File: src/common/swb_consts.vh
// Constants for the serial write buffer.
// What this block does
// RULE1 - Runs only when enabled and port outputs
// RULE2 - Two-bit field selects serial clock source
// RULE3 - Data changes on clock rise, sampled falling
// RULE4 - Flag shows finished or buffer empty
// RULE5 - Halt starts automatic send, CPU stays standby
// RULE6 - Automatic end leaves standby, flag goes high
// RULE7 - Last package gets one to four clocks
// RULE8 - Field 00 four, 01 three, 10 two, 11 one
// RULE9 - Automatic mode holds last bit while enabled
// RULE10 - Select 00 automatic uses divided external input
// RULE11 - Undivided external starts third rise, second fall; code starts on the 2nd active edge
// RULE12 - Divided external starts 4th, 46th, 178th clock; code starts on the 2nd, 44th, 176th active edge
// RULE13 - Software loads first nibble, rest from RAM
// RULE14 - Size is last RAM address, 2..64 packages; code sends size plus 2, up to 65
// RULE15 - Auto-send write masks global interrupt enable
// RULE16 - Completion clears auto bit, flag until write
// RULE17 - Halt end restores interrupt enable, CPU resumes
// RULE18 - Start bit loads shifter, empty raises request
// RULE19 - Underrun stops clock low, clears start, request
// RULE20 - Buffer write clears request and flag
// RULE21 - Requests repeat until last bits, start clears
// RULE22 - Interactive always four clocks, no hold
// RULE23 - Resend by rewriting buffer, size, then halt
// RULE24 - Select codes give 9375, 2344, 75000, 150000 Hz
// RULE25 - Bit 0 shifted out first
`ifndef SWB_CONSTS_VH
`define SWB_CONSTS_VH
`define CLK_HZ          20000000
`define RATE_SEL0_HZ    9375
`define RATE_SEL1_HZ    2344
`define RATE_SEL2_HZ    75000
`define RATE_SEL3_HZ    150000
`define HALF_DIV(f)     ((`CLK_HZ / (2 * (f))))
`define SEL_EXT         2'h0
`define SEL_SLOW        2'h1
`define SEL_MID         2'h2
`define SEL_FAST        2'h3
`define EXT_DIV1        2'h0
`define EXT_DIV4        2'h1
`define EXT_DIV88       2'h2
`define EXT_DIV352      2'h3
`define EXT_START1_RISE 3
`define EXT_START1_FALL 2
`define EXT_START4      4
`define EXT_START88     46
`define EXT_START352    178
`define BUF_RESET       4'hF
`define RAM_WORDS       64
`endif

File: src/verilog/swb_clk_gen.v
// Serial bit-tick generator for the write buffer.
`timescale 1ns/1ps
`include "swb_consts.vh"
module swb_clk_gen (
  input  wire       core_clk,
  input  wire       rst,
  input  wire       run,
  input  wire       auto_mode,
  input  wire [1:0] serial_clk_select,
  input  wire [1:0] ext_clk_divider,
  input  wire       ext_clk_in,
  input  wire       ext_clk_inverted,
  output reg        rise_tick,
  output reg        fall_tick
);
  // The slowest rate needs a 13-bit half-period count.
  localparam integer H0_I = `HALF_DIV(`RATE_SEL0_HZ);
  localparam integer H1_I = `HALF_DIV(`RATE_SEL1_HZ);
  localparam integer H2_I = `HALF_DIV(`RATE_SEL2_HZ);
  localparam integer H3_I = `HALF_DIV(`RATE_SEL3_HZ);
  localparam [12:0] H0 = H0_I[12:0];
  localparam [12:0] H1 = H1_I[12:0];
  localparam [12:0] H2 = H2_I[12:0];
  localparam [12:0] H3 = H3_I[12:0];
  localparam [8:0]  E1 = 9'd1;
  localparam [8:0]  E4 = 9'd2;
  localparam [8:0]  E88 = 9'd44;
  localparam [8:0]  E352 = 9'd176;
  reg  [12:0] cnt_reg;
  reg  [8:0]  ecnt_reg;
  reg         ext_prev_reg;
  reg         phase_reg;
  reg  [12:0] half;
  reg  [8:0]  ehalf;
  wire        use_ext;
  wire        ext_edge;
  assign use_ext  = auto_mode && (serial_clk_select == `SEL_EXT); // RULE10
  assign ext_edge = ext_clk_inverted ? (ext_prev_reg && !ext_clk_in)
                                     : (!ext_prev_reg && ext_clk_in);
  always @* begin
    case (serial_clk_select) // RULE2 RULE24
      `SEL_EXT:  half = H0;
      `SEL_SLOW: half = H1;
      `SEL_MID:  half = H2;
      default:   half = H3;
    endcase
    case (ext_clk_divider)
      `EXT_DIV1:  ehalf = E1;
      `EXT_DIV4:  ehalf = E4;
      `EXT_DIV88: ehalf = E88;
      default:    ehalf = E352;
    endcase
  end
  // External mode: each half period is a count of active input edges; the first rise lands
  // on active edge ehalf (one edge later when undivided), with no extra lead-in below.
  always @(posedge core_clk) begin
    ext_prev_reg <= ext_clk_in;
    if (rst || !run) begin
      cnt_reg   <= 13'h0000;
      ecnt_reg  <= 9'h000;
      phase_reg <= 1'b0;
      rise_tick <= 1'b0;
      fall_tick <= 1'b0;
    end else if (use_ext) begin
      rise_tick <= 1'b0;
      fall_tick <= 1'b0;
      if (ext_edge) begin
        if (ecnt_reg + 9'd1 >= ehalf + ((ext_clk_divider == `EXT_DIV1) ? 9'd1 : 9'd0)) begin
          ecnt_reg  <= 9'h000;
          phase_reg <= !phase_reg;
          rise_tick <= !phase_reg; // RULE11 RULE12
          fall_tick <= phase_reg;
        end else begin
          ecnt_reg <= ecnt_reg + 9'd1;
        end
      end
    end else begin
      rise_tick <= 1'b0;
      fall_tick <= 1'b0;
      if (cnt_reg + 13'h0001 >= half) begin
        cnt_reg   <= 13'h0000;
        phase_reg <= !phase_reg;
        rise_tick <= !phase_reg;
        fall_tick <= phase_reg;
      end else begin
        cnt_reg <= cnt_reg + 13'h0001;
      end
    end
  end
endmodule

File: src/verilog/serial_write_buffer.v
// Serial write buffer: automatic and interactive nibble shifter.
`timescale 1ns/1ps
`include "swb_consts.vh"
module serial_write_buffer (
  input  wire       core_clk,
  input  wire       rst,
  input  wire       serial_buf_enable,
  input  wire       port_is_output,
  input  wire [1:0] serial_clk_select,
  input  wire [1:0] ext_clk_divider,
  input  wire [1:0] last_nibble_clocks,
  input  wire       ext_clk_in,
  input  wire       ext_clk_inverted,
  input  wire       nibble_buffer_we,
  input  wire [3:0] nibble_buffer_wdata,
  input  wire       size_low_we,
  input  wire [3:0] size_low_wdata,
  input  wire       size_high_we,
  input  wire [3:0] size_high_wdata,
  input  wire       ram_we,
  input  wire [5:0] ram_waddr,
  input  wire [3:0] ram_wdata,
  input  wire       halt_request,
  input  wire       cpu_irq_enable,
  output reg        serial_clk_out,
  output reg        serial_data_out,
  output reg        cond_test_flag,
  output reg        buffer_empty_request,
  output reg        auto_send_select,
  output reg        interactive_start,
  output reg        cpu_standby,
  output reg        global_irq_enable,
  output reg  [3:0] nibble_buffer,
  output reg  [5:0] send_size
);
  localparam [3:0] ST_IDLE = 4'b0001;
  localparam [3:0] ST_WAIT = 4'b0010;
  localparam [3:0] ST_SEND = 4'b0100;
  localparam [3:0] ST_DONE = 4'b1000;
  reg  [3:0] state_reg;
  reg  [3:0] ram [0:`RAM_WORDS-1];
  reg  [3:0] shift_reg;
  reg  [2:0] bits_left_reg;
  reg  [2:0] clocks_left_reg;
  reg  [5:0] addr_reg;
  reg        last_pkg_reg;
  reg        buf_full_reg;
  reg        sending_reg;
  wire       active;
  wire       rise_tick;
  wire       fall_tick;
  wire       halt_edge;
  reg        halt_prev_reg;
  reg        drop_reg;
  // Next values of the registers above and of the registered outputs.
  reg  [3:0] state_next;
  reg  [3:0] shift_next;
  reg  [2:0] bits_left_next;
  reg  [2:0] clocks_left_next;
  reg  [5:0] addr_next;
  reg        last_pkg_next;
  reg        buf_full_next;
  reg        sending_next;
  reg        drop_next;
  reg        clk_out_next;
  reg        data_out_next;
  reg        flag_next;
  reg        request_next;
  reg        auto_next;
  reg        start_next;
  reg        standby_next;
  reg  [3:0] buffer_next;
  reg  [5:0] size_next;
  assign active    = serial_buf_enable && port_is_output; // RULE1
  assign halt_edge = halt_request && !halt_prev_reg;

  function [2:0] last_clocks;
    input [1:0] code;
    begin
      last_clocks = 3'd4 - {1'b0, code}; // RULE8
    end
  endfunction

  function start_allowed;
    input [3:0] wdata;
    input       enabled;
    begin
      start_allowed = wdata[2] && !wdata[3] && enabled; // RULE18
    end
  endfunction

  function [5:0] next_addr;
    input [5:0] addr;
    reg   [6:0] sum;
    begin
      sum       = {1'b0, addr} + 7'h01;
      next_addr = sum[5:0];
    end
  endfunction

  function [2:0] pkg_clocks;
    input       is_last;
    input [1:0] code;
    begin
      if (is_last) begin
        pkg_clocks = last_clocks(code); // RULE7
      end else begin
        pkg_clocks = 3'h4;
      end
    end
  endfunction

  // An empty request is raised once the buffered nibble has moved into the shifter.
  function empty_due;
    input       started;
    input       shifting;
    input       auto_on;
    input       full;
    input       pending;
    input [2:0] bits_left;
    input       writing;
    begin
      empty_due = started && shifting && !auto_on && !full && !pending &&
                  (bits_left == 3'h4) && !writing;
    end
  endfunction

  swb_clk_gen clk_gen (
    .core_clk          (core_clk),
    .rst               (rst),
    .run               (sending_reg && active),
    .auto_mode         (auto_send_select),
    .serial_clk_select (serial_clk_select),
    .ext_clk_divider   (ext_clk_divider),
    .ext_clk_in        (ext_clk_in),
    .ext_clk_inverted  (ext_clk_inverted),
    .rise_tick         (rise_tick),
    .fall_tick         (fall_tick)
  );

  always @(posedge core_clk) begin
    if (ram_we) begin
      ram[ram_waddr] <= ram_wdata; // RULE13
    end
  end

  // Next-state logic for the shifter, its flags and the software-visible fields.
  always @* begin
    state_next       = state_reg;
    shift_next       = shift_reg;
    bits_left_next   = bits_left_reg;
    clocks_left_next = clocks_left_reg;
    addr_next        = addr_reg;
    last_pkg_next    = last_pkg_reg;
    buf_full_next    = buf_full_reg;
    sending_next     = sending_reg;
    drop_next        = 1'b0;
    clk_out_next     = serial_clk_out;
    data_out_next    = serial_data_out;
    flag_next        = cond_test_flag;
    request_next     = buffer_empty_request;
    auto_next        = auto_send_select;
    start_next       = interactive_start;
    standby_next     = cpu_standby;
    buffer_next      = nibble_buffer;
    size_next        = send_size;

    // Interactive data is released one cycle after the final falling clock.
    if (drop_reg) begin
      data_out_next = 1'b0; // RULE22
    end
    if (size_low_we) begin
      size_next[3:0] = size_low_wdata;
    end

    // An interactive start is refused with automatic mode or an idle block.
    if (size_high_we) begin
      size_next[5:4] = size_high_wdata[1:0]; // RULE14
      auto_next      = size_high_wdata[3];
      if (start_allowed(size_high_wdata, active)) begin
        start_next       = 1'b1;
        state_next       = ST_SEND;
        shift_next       = nibble_buffer; // RULE18
        bits_left_next   = 3'h4;
        clocks_left_next = 3'h4;
        buf_full_next    = 1'b0;
        sending_next     = 1'b1;
        data_out_next    = nibble_buffer[0];
      end
    end

    // Dropping enable or port direction stops the shifter and the lines.
    if (!active) begin
      sending_next  = 1'b0;
      clk_out_next  = 1'b0;
      data_out_next = 1'b0; // RULE9
      state_next    = ST_IDLE;
    end else begin
      case (state_reg)
        ST_IDLE: begin
          // The halt edge starts a send only when automatic mode was armed.
          if (auto_send_select && halt_edge) begin
            standby_next     = 1'b1; // RULE5
            state_next       = ST_SEND;
            sending_next     = 1'b1;
            shift_next       = nibble_buffer;
            bits_left_next   = 3'h4;
            clocks_left_next = 3'h4;
            addr_next        = 6'h00;
            last_pkg_next    = 1'b0;
          end
        end
        ST_SEND: begin
          if (rise_tick) begin
            // Clocks beyond the last-nibble count are swallowed while data still moves.
            clk_out_next  = (clocks_left_reg != 3'h0); // RULE7
            data_out_next = shift_reg[0]; // RULE3 RULE25
          end
          // Falling edge: move the next bit forward and count down the package.
          if (fall_tick) begin
            clk_out_next   = 1'b0;
            shift_next     = {1'b0, shift_reg[3:1]};
            bits_left_next = bits_left_reg - 3'h1;
            if (clocks_left_reg != 3'h0) begin
              clocks_left_next = clocks_left_reg - 3'h1;
            end
            if (bits_left_reg == 3'h1) begin
              // The RAM image follows the first nibble up to the sized address.
              if (auto_send_select) begin
                if (last_pkg_reg) begin
                  state_next   = ST_DONE;
                  sending_next = 1'b0;
                end else begin
                  shift_next       = ram[addr_reg]; // RULE13
                  last_pkg_next    = (addr_reg == send_size); // RULE14
                  addr_next        = next_addr(addr_reg);
                  clocks_left_next = pkg_clocks(addr_reg == send_size, last_nibble_clocks);
                  bits_left_next   = 3'h4;
                end
              end else if (buf_full_reg) begin
                shift_next       = nibble_buffer;
                buf_full_next    = 1'b0;
                bits_left_next   = 3'h4;
                clocks_left_next = 3'h4; // RULE22
                request_next     = 1'b1; // RULE21
                flag_next        = 1'b1;
              end else begin
                // Data drops a cycle later so it never moves with a falling clock.
                state_next   = ST_IDLE; // RULE19
                sending_next = 1'b0;
                start_next   = 1'b0;
                request_next = 1'b0;
                flag_next    = 1'b1;
                drop_next    = 1'b1;
              end
            end
          end
        end
        ST_DONE: begin
          // The last bit stays on the data line while the buffer is enabled.
          auto_next    = 1'b0; // RULE16
          flag_next    = 1'b1; // RULE6
          standby_next = 1'b0;
          state_next   = ST_IDLE;
        end
        default: state_next = ST_IDLE;
      endcase
    end

    // In interactive mode each nibble moved into the shifter asks software for the next one.
    if (empty_due(interactive_start, state_reg == ST_SEND, auto_send_select, buf_full_reg,
                  buffer_empty_request, bits_left_reg, nibble_buffer_we)) begin
      request_next = 1'b1; // RULE18
      flag_next    = 1'b1; // RULE4
    end

    // A buffer write wins over a request raised in the same cycle.
    if (nibble_buffer_we) begin
      buffer_next  = nibble_buffer_wdata;
      request_next = 1'b0; // RULE20
      flag_next    = 1'b0;
      if (interactive_start) begin
        buf_full_next = 1'b1;
      end
    end
  end

  // The CPU view of the interrupt enable is held off for the whole automatic send.
  always @(posedge core_clk) begin
    if (rst) begin
      halt_prev_reg     <= 1'b0;
      global_irq_enable <= 1'b0;
    end else begin
      halt_prev_reg     <= halt_request;
      global_irq_enable <= cpu_irq_enable && !auto_send_select; // RULE15 RULE17
    end
  end

  // Shifter state and package bookkeeping.
  always @(posedge core_clk) begin
    if (rst) begin
      state_reg       <= ST_IDLE;
      shift_reg       <= 4'h0;
      bits_left_reg   <= 3'h0;
      clocks_left_reg <= 3'h0;
      addr_reg        <= 6'h00;
      last_pkg_reg    <= 1'b0;
      buf_full_reg    <= 1'b0;
      sending_reg     <= 1'b0;
      drop_reg        <= 1'b0;
    end else begin
      state_reg       <= state_next;
      shift_reg       <= shift_next;
      bits_left_reg   <= bits_left_next;
      clocks_left_reg <= clocks_left_next;
      addr_reg        <= addr_next;
      last_pkg_reg    <= last_pkg_next;
      buf_full_reg    <= buf_full_next;
      sending_reg     <= sending_next;
      drop_reg        <= drop_next;
    end
  end

  // Registered outputs seen by the pins and by software.
  always @(posedge core_clk) begin
    if (rst) begin
      serial_clk_out       <= 1'b0;
      serial_data_out      <= 1'b0;
      cond_test_flag       <= 1'b0;
      buffer_empty_request <= 1'b0;
      auto_send_select     <= 1'b0;
      interactive_start    <= 1'b0;
      cpu_standby          <= 1'b0;
      nibble_buffer        <= `BUF_RESET;
      send_size            <= 6'h00;
    end else begin
      serial_clk_out       <= clk_out_next;
      serial_data_out      <= data_out_next;
      cond_test_flag       <= flag_next;
      buffer_empty_request <= request_next;
      auto_send_select     <= auto_next;
      interactive_start    <= start_next;
      cpu_standby          <= standby_next;
      nibble_buffer        <= buffer_next;
      send_size            <= size_next;
    end
  end
endmodule

File: config.mk
export PLATFORM = sky130hd
export DESIGN_NAME = serial_write_buffer
export DESIGN_NICKNAME = d
export VERILOG_FILES = /design/src/verilog/swb_clk_gen.v /design/src/verilog/serial_write_buffer.v
export VERILOG_INCLUDE_DIRS = /design/src /design/src/common
export SDC_FILE = /design/constraint.sdc
export NUM_CORES = 1
export LEC_CHECK = 0
export BUFFER_PORTS_ARGS = -buffer_cell sky130_fd_sc_hd__buf_4
export CELL_PAD_IN_SITES_DETAIL_PLACEMENT = 1
export CELL_PAD_IN_SITES_GLOBAL_PLACEMENT = 2
export CORE_AREA = 3 3 192 269
export DETAILED_ROUTE_END_ITERATION = 16
export DIE_AREA = 0 0 195 272
export GPL_TIMING_DRIVEN = 0
export PLACE_DENSITY_LB_ADDON = 0.05
export RECOVER_POWER = 100
export SYNTH_ARGS = -nofsm -noshare
export SYNTH_HDL_FRONTEND = slang
export SYNTH_SLANG_ARGS = --single-unit
File: constraint.sdc
create_clock -name core_clk -period 5.5 [get_ports core_clk]
set_clock_uncertainty 0.15 [all_clocks]
set_input_delay 0.275 -clock core_clk [delete_from_list [all_inputs] [get_ports core_clk]]
set_output_delay 0.275 -clock core_clk [all_outputs]
set_load 0.01 [all_outputs]
-- Word level (Yosys, flattened, before mapping)
Memory sizes are Yosys's and may differ from the RTL's. A register that Yosys moved wholly into a read port is not among the register bits.
Index checks and enable logic that the tools add are counted.
- memories kept: 1
- output and inout bits: 18
- bits in writable memories: 256
- logic and storage cells: 240
- bits in registers: 69
- input bits: 40
- memories (memory ; words ; bits a word ; read ports ; clocked after memory_dff ; wr ports ; RTL line ; source):
    ram ; 64 ; 4 ; 1 ; 1 ; 1 ; serial_write_buffer.v:41 ; reg [3:0] ram [0:`RAM_WORDS-1];
- mux-type cells: 128
- reductions and logical operators: 50
- add/subtract/negate cells: 7
- magnitude comparators: 2
- equal/unequal tests: 21
- bitwise gates (word level): 4
- operators by type and width (cell ; count):
    1-bit two-way mux ; 71
    4-bit two-way mux ; 17
    3-bit two-way mux ; 20
    6-bit two-way mux ; 7
    13-bit case mux with 3 select lines ; 1
    8-bit case mux with 3 select lines ; 1
    1-bit logical AND ; 16
    4-bit case mux with 2 select lines ; 2
    2-bit nonzero test ; 8
    13-bit by 1-bit adder with 13-bit output (second input constant) ; 1
    13-bit >= comparator ; 1
    13-bit two-way mux ; 1
    3-bit case mux with 2 select lines ; 2
    6-bit case mux with 2 select lines ; 1
    1-bit zero test ; 10
    2-bit != test (second input constant) ; 5
    5-bit AND reduction ; 2
    8-bit by 9-bit adder with 9-bit output ; 1
    9-bit by 1-bit adder with 9-bit output (second input constant) ; 1
    9-bit >= comparator ; 1
    9-bit two-way mux ; 1
    1-bit case mux with 2 select lines ; 4
    7-bit AND reduction ; 1
    6-bit by 1-bit adder with 6-bit output (second input constant) ; 1
    22 further kinds ; 36

-- Logic depth before layout (Yosys ltp)
- depth in word-level cells: 13
- depth in mapped cells: 14
- depth with buffers taken out: 12

-- Modules after synthesis
A second synthesis with hierarchy kept.
- cells, all modules: 1098
- area total of the unflattened synthesis: 14782.9 um^2
- modules (own cells, without submodules) (module ; times used ; seq. area each (um^2) ; area an instance (um^2) ; cells each):
    serial_write_buffer ; 1 ; 8668.3 ; 12741.0 ; 845
    swb_clk_gen ; 1 ; 520.5 ; 2042.0 ; 253

-- Worst setup path after synthesis
No wires, ideal clock.
- kind: reg2reg
- start point: register clk_gen.ecnt_reg[0]
- end point: register clk_gen.ecnt_reg[4]
- path slack: 2.756 ns
- period minus slack after synthesis: 2.744 ns
- arrival: 2.467 ns
- setup time: 0.128 ns
- stages on the path, launching flop included: 11
- buffers on the path: 0
- required time: 5.222 ns
- cells stage by stage: dfxtp_1 ha_1 and4_1 nand2_1 xnor2_1 ha_1 nand4_1 o31ai_1 nor2_1 a22oi_1 nor2_1
- word-level cells in the longest chain between the ends: 3
- RTL lines (what ; RTL line ; source):
    start, declared ; swb_clk_gen.v:30 ; reg [8:0] ecnt_reg;
    start signal, assigned ; swb_clk_gen.v:74 ; ecnt_reg <= ecnt_reg + 9'd1;
    9-bit by 1-bit adder with 9-bit output * ; swb_clk_gen.v:68, swb_clk_gen.v:74 ;
    9-bit >= comparator ; swb_clk_gen.v:68 ; if (ecnt_reg + 9'd1 >= ehalf + ((ext_clk_divider == `EXT_DIV1) ? 9'd1 : 9'd0)) begin
    9-bit two-way mux * ; swb_clk_gen.v:68 ;
Mark *: on every way between the ends. The rest lies on a longest branch, timed or not.
A chain may end at the register's enable or synchronous reset.

-- Worst setup path after layout
- start point: register clk_gen.cnt_reg[0]
- end point: register clk_gen.cnt_reg[10]
- word-level cells in the longest chain between the ends: 3
- RTL lines (what ; RTL line ; source):
    start, declared ; swb_clk_gen.v:29 ; reg [12:0] cnt_reg;
    start signal, assigned ; swb_clk_gen.v:86 ; cnt_reg <= cnt_reg + 13'h0001;
    13-bit by 1-bit adder with 13-bit output * ; swb_clk_gen.v:80, swb_clk_gen.v:86 ;
    13-bit >= comparator ; swb_clk_gen.v:80 ; if (cnt_reg + 13'h0001 >= half) begin
    13-bit two-way mux * ; swb_clk_gen.v:80 ;
Marks and branches as above.

==> metrics list <==
- Outcome: complete, but fails checks
- The final reports fail on capacitance limit, slew limit.
- Critical-path top delay cell: dfxtp_1
* Stage delay of the slowest cell on the critical path: 0.50 ns
- Number of sinks on the clock net: roughly 330
* Pwr dens: roughly 310 nW/um2
* Total of buffers placed on input and output ports: approximately 50
- Fraction of final layout cells with drive strength greater than 1: 0.140
* Die W: around 200 um
- Die Span Y: around 270 um
- Async set-or-reset flop fraction in the synthesized netlist: 0
- Total inserted antenna cells: 0
- Clk pin slew, worst setup/hold paths: 0.06 ns
- Entering global routing, the biggest net connects 65 pins.
* Largest register FFs: 256
- Type of destination of the critical path: flop
- Post_cts resized: 0
* Reg2reg path depth: 12
- YS warnings: 0
- Starting Density: 0.299
* Slew margin rel.: -0.936
- TritonCTS clock tree: yes
- Number of distinct standard cells referenced by the synthesized netlist: 71
- Global-route usage over all layers: 0.166
- At the placement stage, the worst setup path has a slack of roughly 1.8 ns.
* Cell type contributing the most total cell area after synthesis: edfxtp_1
* Maximum level of the CTS H-tree: 2
- Antenna violations before repair: 0
* Crit share post-route: 0.723
- Setup repair after global routing left no endpoint under its margin.
- Synthesis handed over a netlist of 1048 instances.
- Average footprint of a synthesized cell: roughly 14 um2
- Class of the most critical hold timing path: primary input to flop
- Detailed placement ended at an HPWL of between 30000 and 40000 um.
- Final number of hold-violating endpoints: 0
* Post-detailed-route DRC marker count: 0
- Min-Delay Endpoint: auto_send_select
- The via count of the first global-routing pass is 9955.
- Area enclosed by the die boundary: between 50000 and 60000 um2
- Routability-driven placement finished with a final weighted congestion of roughly 0.75.
- Startpoint kind of the worst setup timing path: flop
- Cell types occupying the most area after synthesis: edfxtp_1, dfxtp_1, mux4_2, nor2_1, ha_1
* Number of synthesized flops with an enable pin: about 260
- FMAX: about 250 MHz
* Worst flop-to-flop path startpoint: clk_gen.cnt_reg[0]
- IR analysis of the VDD net gives a maximum drop of between 0.3 and 0.4 mV.
- Aggregate global routing overflow: 0
- Max-cap viol count: 4
- The longest clock path from root to sink contains 3 buffers.
* Total wirelength of the detailed-routed design: between 40000 and 50000 um
- Number of ports placed on the die boundary: 58
* Setup violations, final: 0
- The critical path is of the flop to flop type.
- Worst reg2reg setup slack: around 1.5 ns
- For the pin with the worst max-slew slack, the measured transition is ~2.9 ns.
- On the final layout, the worst hold slack is ~0.19 ns.
- WP data required: roughly 5.8 ns
* Largest fanout of any net on the critical path: 10
- After detailed routing, the average wire length per cell comes to ~24 um.
* Number of buffers inserted during clock tree synthesis: 38
- Clock network latency to the later pin of the worst-skew pair: roughly 0.57 ns
* Setup TNS: 0 ns
* Iteration-0 DRC Markers: 396
- Counting instances, the worst hold path has a depth of 3.
* Total via count in the routed design: slightly above 9000
* Post-route setup slack: about 1.5 ns
* Root buffer cell: clkbuf_16
- In the final design database the tool counted between 1000 and 1500 nets.
- Number of synthesized register bits: about 330
- Post-synthesis cell area: approximately 15000 um2
- Number of hold buffers added after cts: 25
- Fin crit period: 3.98 ns
* Hold wc startpoint: rst
* Pleak: about 5.4 nW
- The endpoint identified for the worst register-to-register timing path is clk_gen.cnt_reg[10].
- In this run the standard cell core region covers 49200 um2.
- Placement Rows: 96
* Total setup buffers inserted after CTS: 0
- Primary flip-flop cell chosen by synthesis mapping: edfxtp_1
- Iteration count of the initial detailed-routing pass: 4
- The number of pins exceeding their max-slew limit in the final report came to 260.
- The first global-routing pass estimated between 60000 and 70000 um of wire.
* Arrival time at the worst endpoint: about 4.3 ns
- Number of nets with antenna violations after routing: 0
- Traced cell by cell, the critical path runs through ha_1 -> nand2_1 -> nor2_1 -> xnor2_1 -> ha_1 -> a31oi_1 -> o2111ai_1 -> a21o_1 -> a21oi_1 -> clkbuf_1 -> o21ai_0 -> a21oi_1.
- The share of the Yosys chip area taken by registers is 0.625.
- Ratio of routed vias to standard cells: 4.96
- The area growth from synthesis to layout is 16.8%.
* Share of the synthesized area in the top cell type: 0.523
worst max path at each step:
stage	cells after the start	slack [ns]	endpoint	start
floorplan	10	2.76	clk_gen.ecnt_reg[4]	clk_gen.ecnt_reg[0]
global placement	10	1.78	clk_gen.phase_reg	clk_gen.ecnt_reg[0]
detailed placement	10	1.78	clk_gen.phase_reg	clk_gen.ecnt_reg[0]
CTS	10	1.73	clk_gen.phase_reg	clk_gen.ecnt_reg[0]
global route	12	1.14	clk_gen.cnt_reg[10]	clk_gen.cnt_reg[0]
finish	12	1.52	clk_gen.cnt_reg[10]	clk_gen.cnt_reg[0]
routing by layer:
metal,GRT usage,share of wire,up-vias
met5,0,0,-
met4,0.0462,0.024,0
met3,0.0241,0.028,62
met2,0.320,0.55,129
met1,0.189,0.40,4608
li1,-,-,4255
critical path, delay by kind of cell, from the launching register on:
family	cells	cell delay [ns]
xor+xnor	1	0.18
compound gates	6	1.45
flops	1	0.50
buf+inv	1	0.48
fa+ha+maj	2	0.68
simple gates	2	0.47
per-stage QoR:
stage	std cells	utilization	area (um2)	power (W)
2_1_floorplan	1049	-	14700	0.00286
3_3_place_gp	1735	0.322	15900	0.00296
3_5_place_dp	1735	0.322	15900	0.00297
4_1_cts	1826	0.352	17300	0.00552
5_1_grt	1826	0.349	17200	0.00562
6_report	1826	0.349	17200	0.00541
power by group:
group          total, W  switching, W  internal (W)
logic          0.000187      0.000124     0.0000637
clock network   0.00249       0.00106       0.00143
registers       0.00273     0.0000149       0.00272
total           0.00541       0.00120       0.00421
layout make-up:
type | instances | area, um2
fillers | 5229 | 32100
flip-flops and latches | 331 | 9190
multi-input cells | 641 | 5120
clock buffers | 46 | 981
well taps | 637 | 797
repair buffers | 74 | 517
plain buffers | 56 | 282
clock inverters | 20 | 223
inverters | 21 | 78.8
layout by cell type, fill, tap and decap left out, types with 6 or more instances in the layout:
cell type,netlist,layout
o211ai_1,7,7
xor2_1,13,13
nand3_1,29,29
clkbuf_1,33,73
nand2b_1,6,6
nor3_1,22,22
edfxtp_1,256,256
mux2_2,7,7
and3_1,10,10
dfxtp_1,75,75
dlygate4sd3_1,0,25
inv_1,21,21
nor2_1,122,122
and2_1,7,7
or3_1,7,7
nor4_1,6,6
o21ai_0,21,21
a211oi_1,6,6
mux4_2,63,63
ha_1,33,33
a31oi_1,12,12
nand3b_1,10,10
o22ai_1,9,9
a21oi_1,32,33
nor2b_1,22,22
mux2i_1,33,33
clkinv_1,0,9
xnor2_1,14,14
clkbuf_16,0,38
buf_4,7,25
nand4_1,12,12
nand2_1,63,63
kinds of logic (layout without fill, tap and decap cells):
kind of cell / after synthesis / count (layout) / synth area share
other: 2 / 3 / 0.000510
adders and majority gates: 33 / 33 / 0.0281
DFF: 331 / 331 / 0.625
AOI/OAI and AO/OA: 136 / 136 / 0.0624
xor gates and xnor gates: 27 / 27 / 0.0161
buffers and inverters: 77 / 217 / 0.0257
and+or+nand+nor: 335 / 335 / 0.112
muxes: 107 / 107 / 0.131
cells in the mapped netlist (7+ instances only):
| cell | number |
|---|---|
| nand3_1 | 29 |
| buf_2 | 7 |
| a21oi_1 | 32 |
| o21ai_0 | 21 |
| buf_4 | 7 |
| o22ai_1 | 9 |
| inv_1 | 21 |
| nand4_1 | 12 |
| xor2_1 | 13 |
| nand3b_1 | 10 |
| and2_1 | 7 |
| a31oi_1 | 12 |
| or3_1 | 7 |
| nor2b_1 | 22 |
| mux2_2 | 7 |
| ha_1 | 33 |
| mux4_2 | 63 |
| clkbuf_1 | 33 |
| and3_1 | 10 |
| dfxtp_1 | 75 |
| o211ai_1 | 7 |
| nor3_1 | 22 |
| nor2_1 | 122 |
| nand2_1 | 63 |
| xnor2_1 | 14 |
| edfxtp_1 | 256 |
| mux2i_1 | 33 |
No activity file was read; power rests on OpenSTA's default activity.
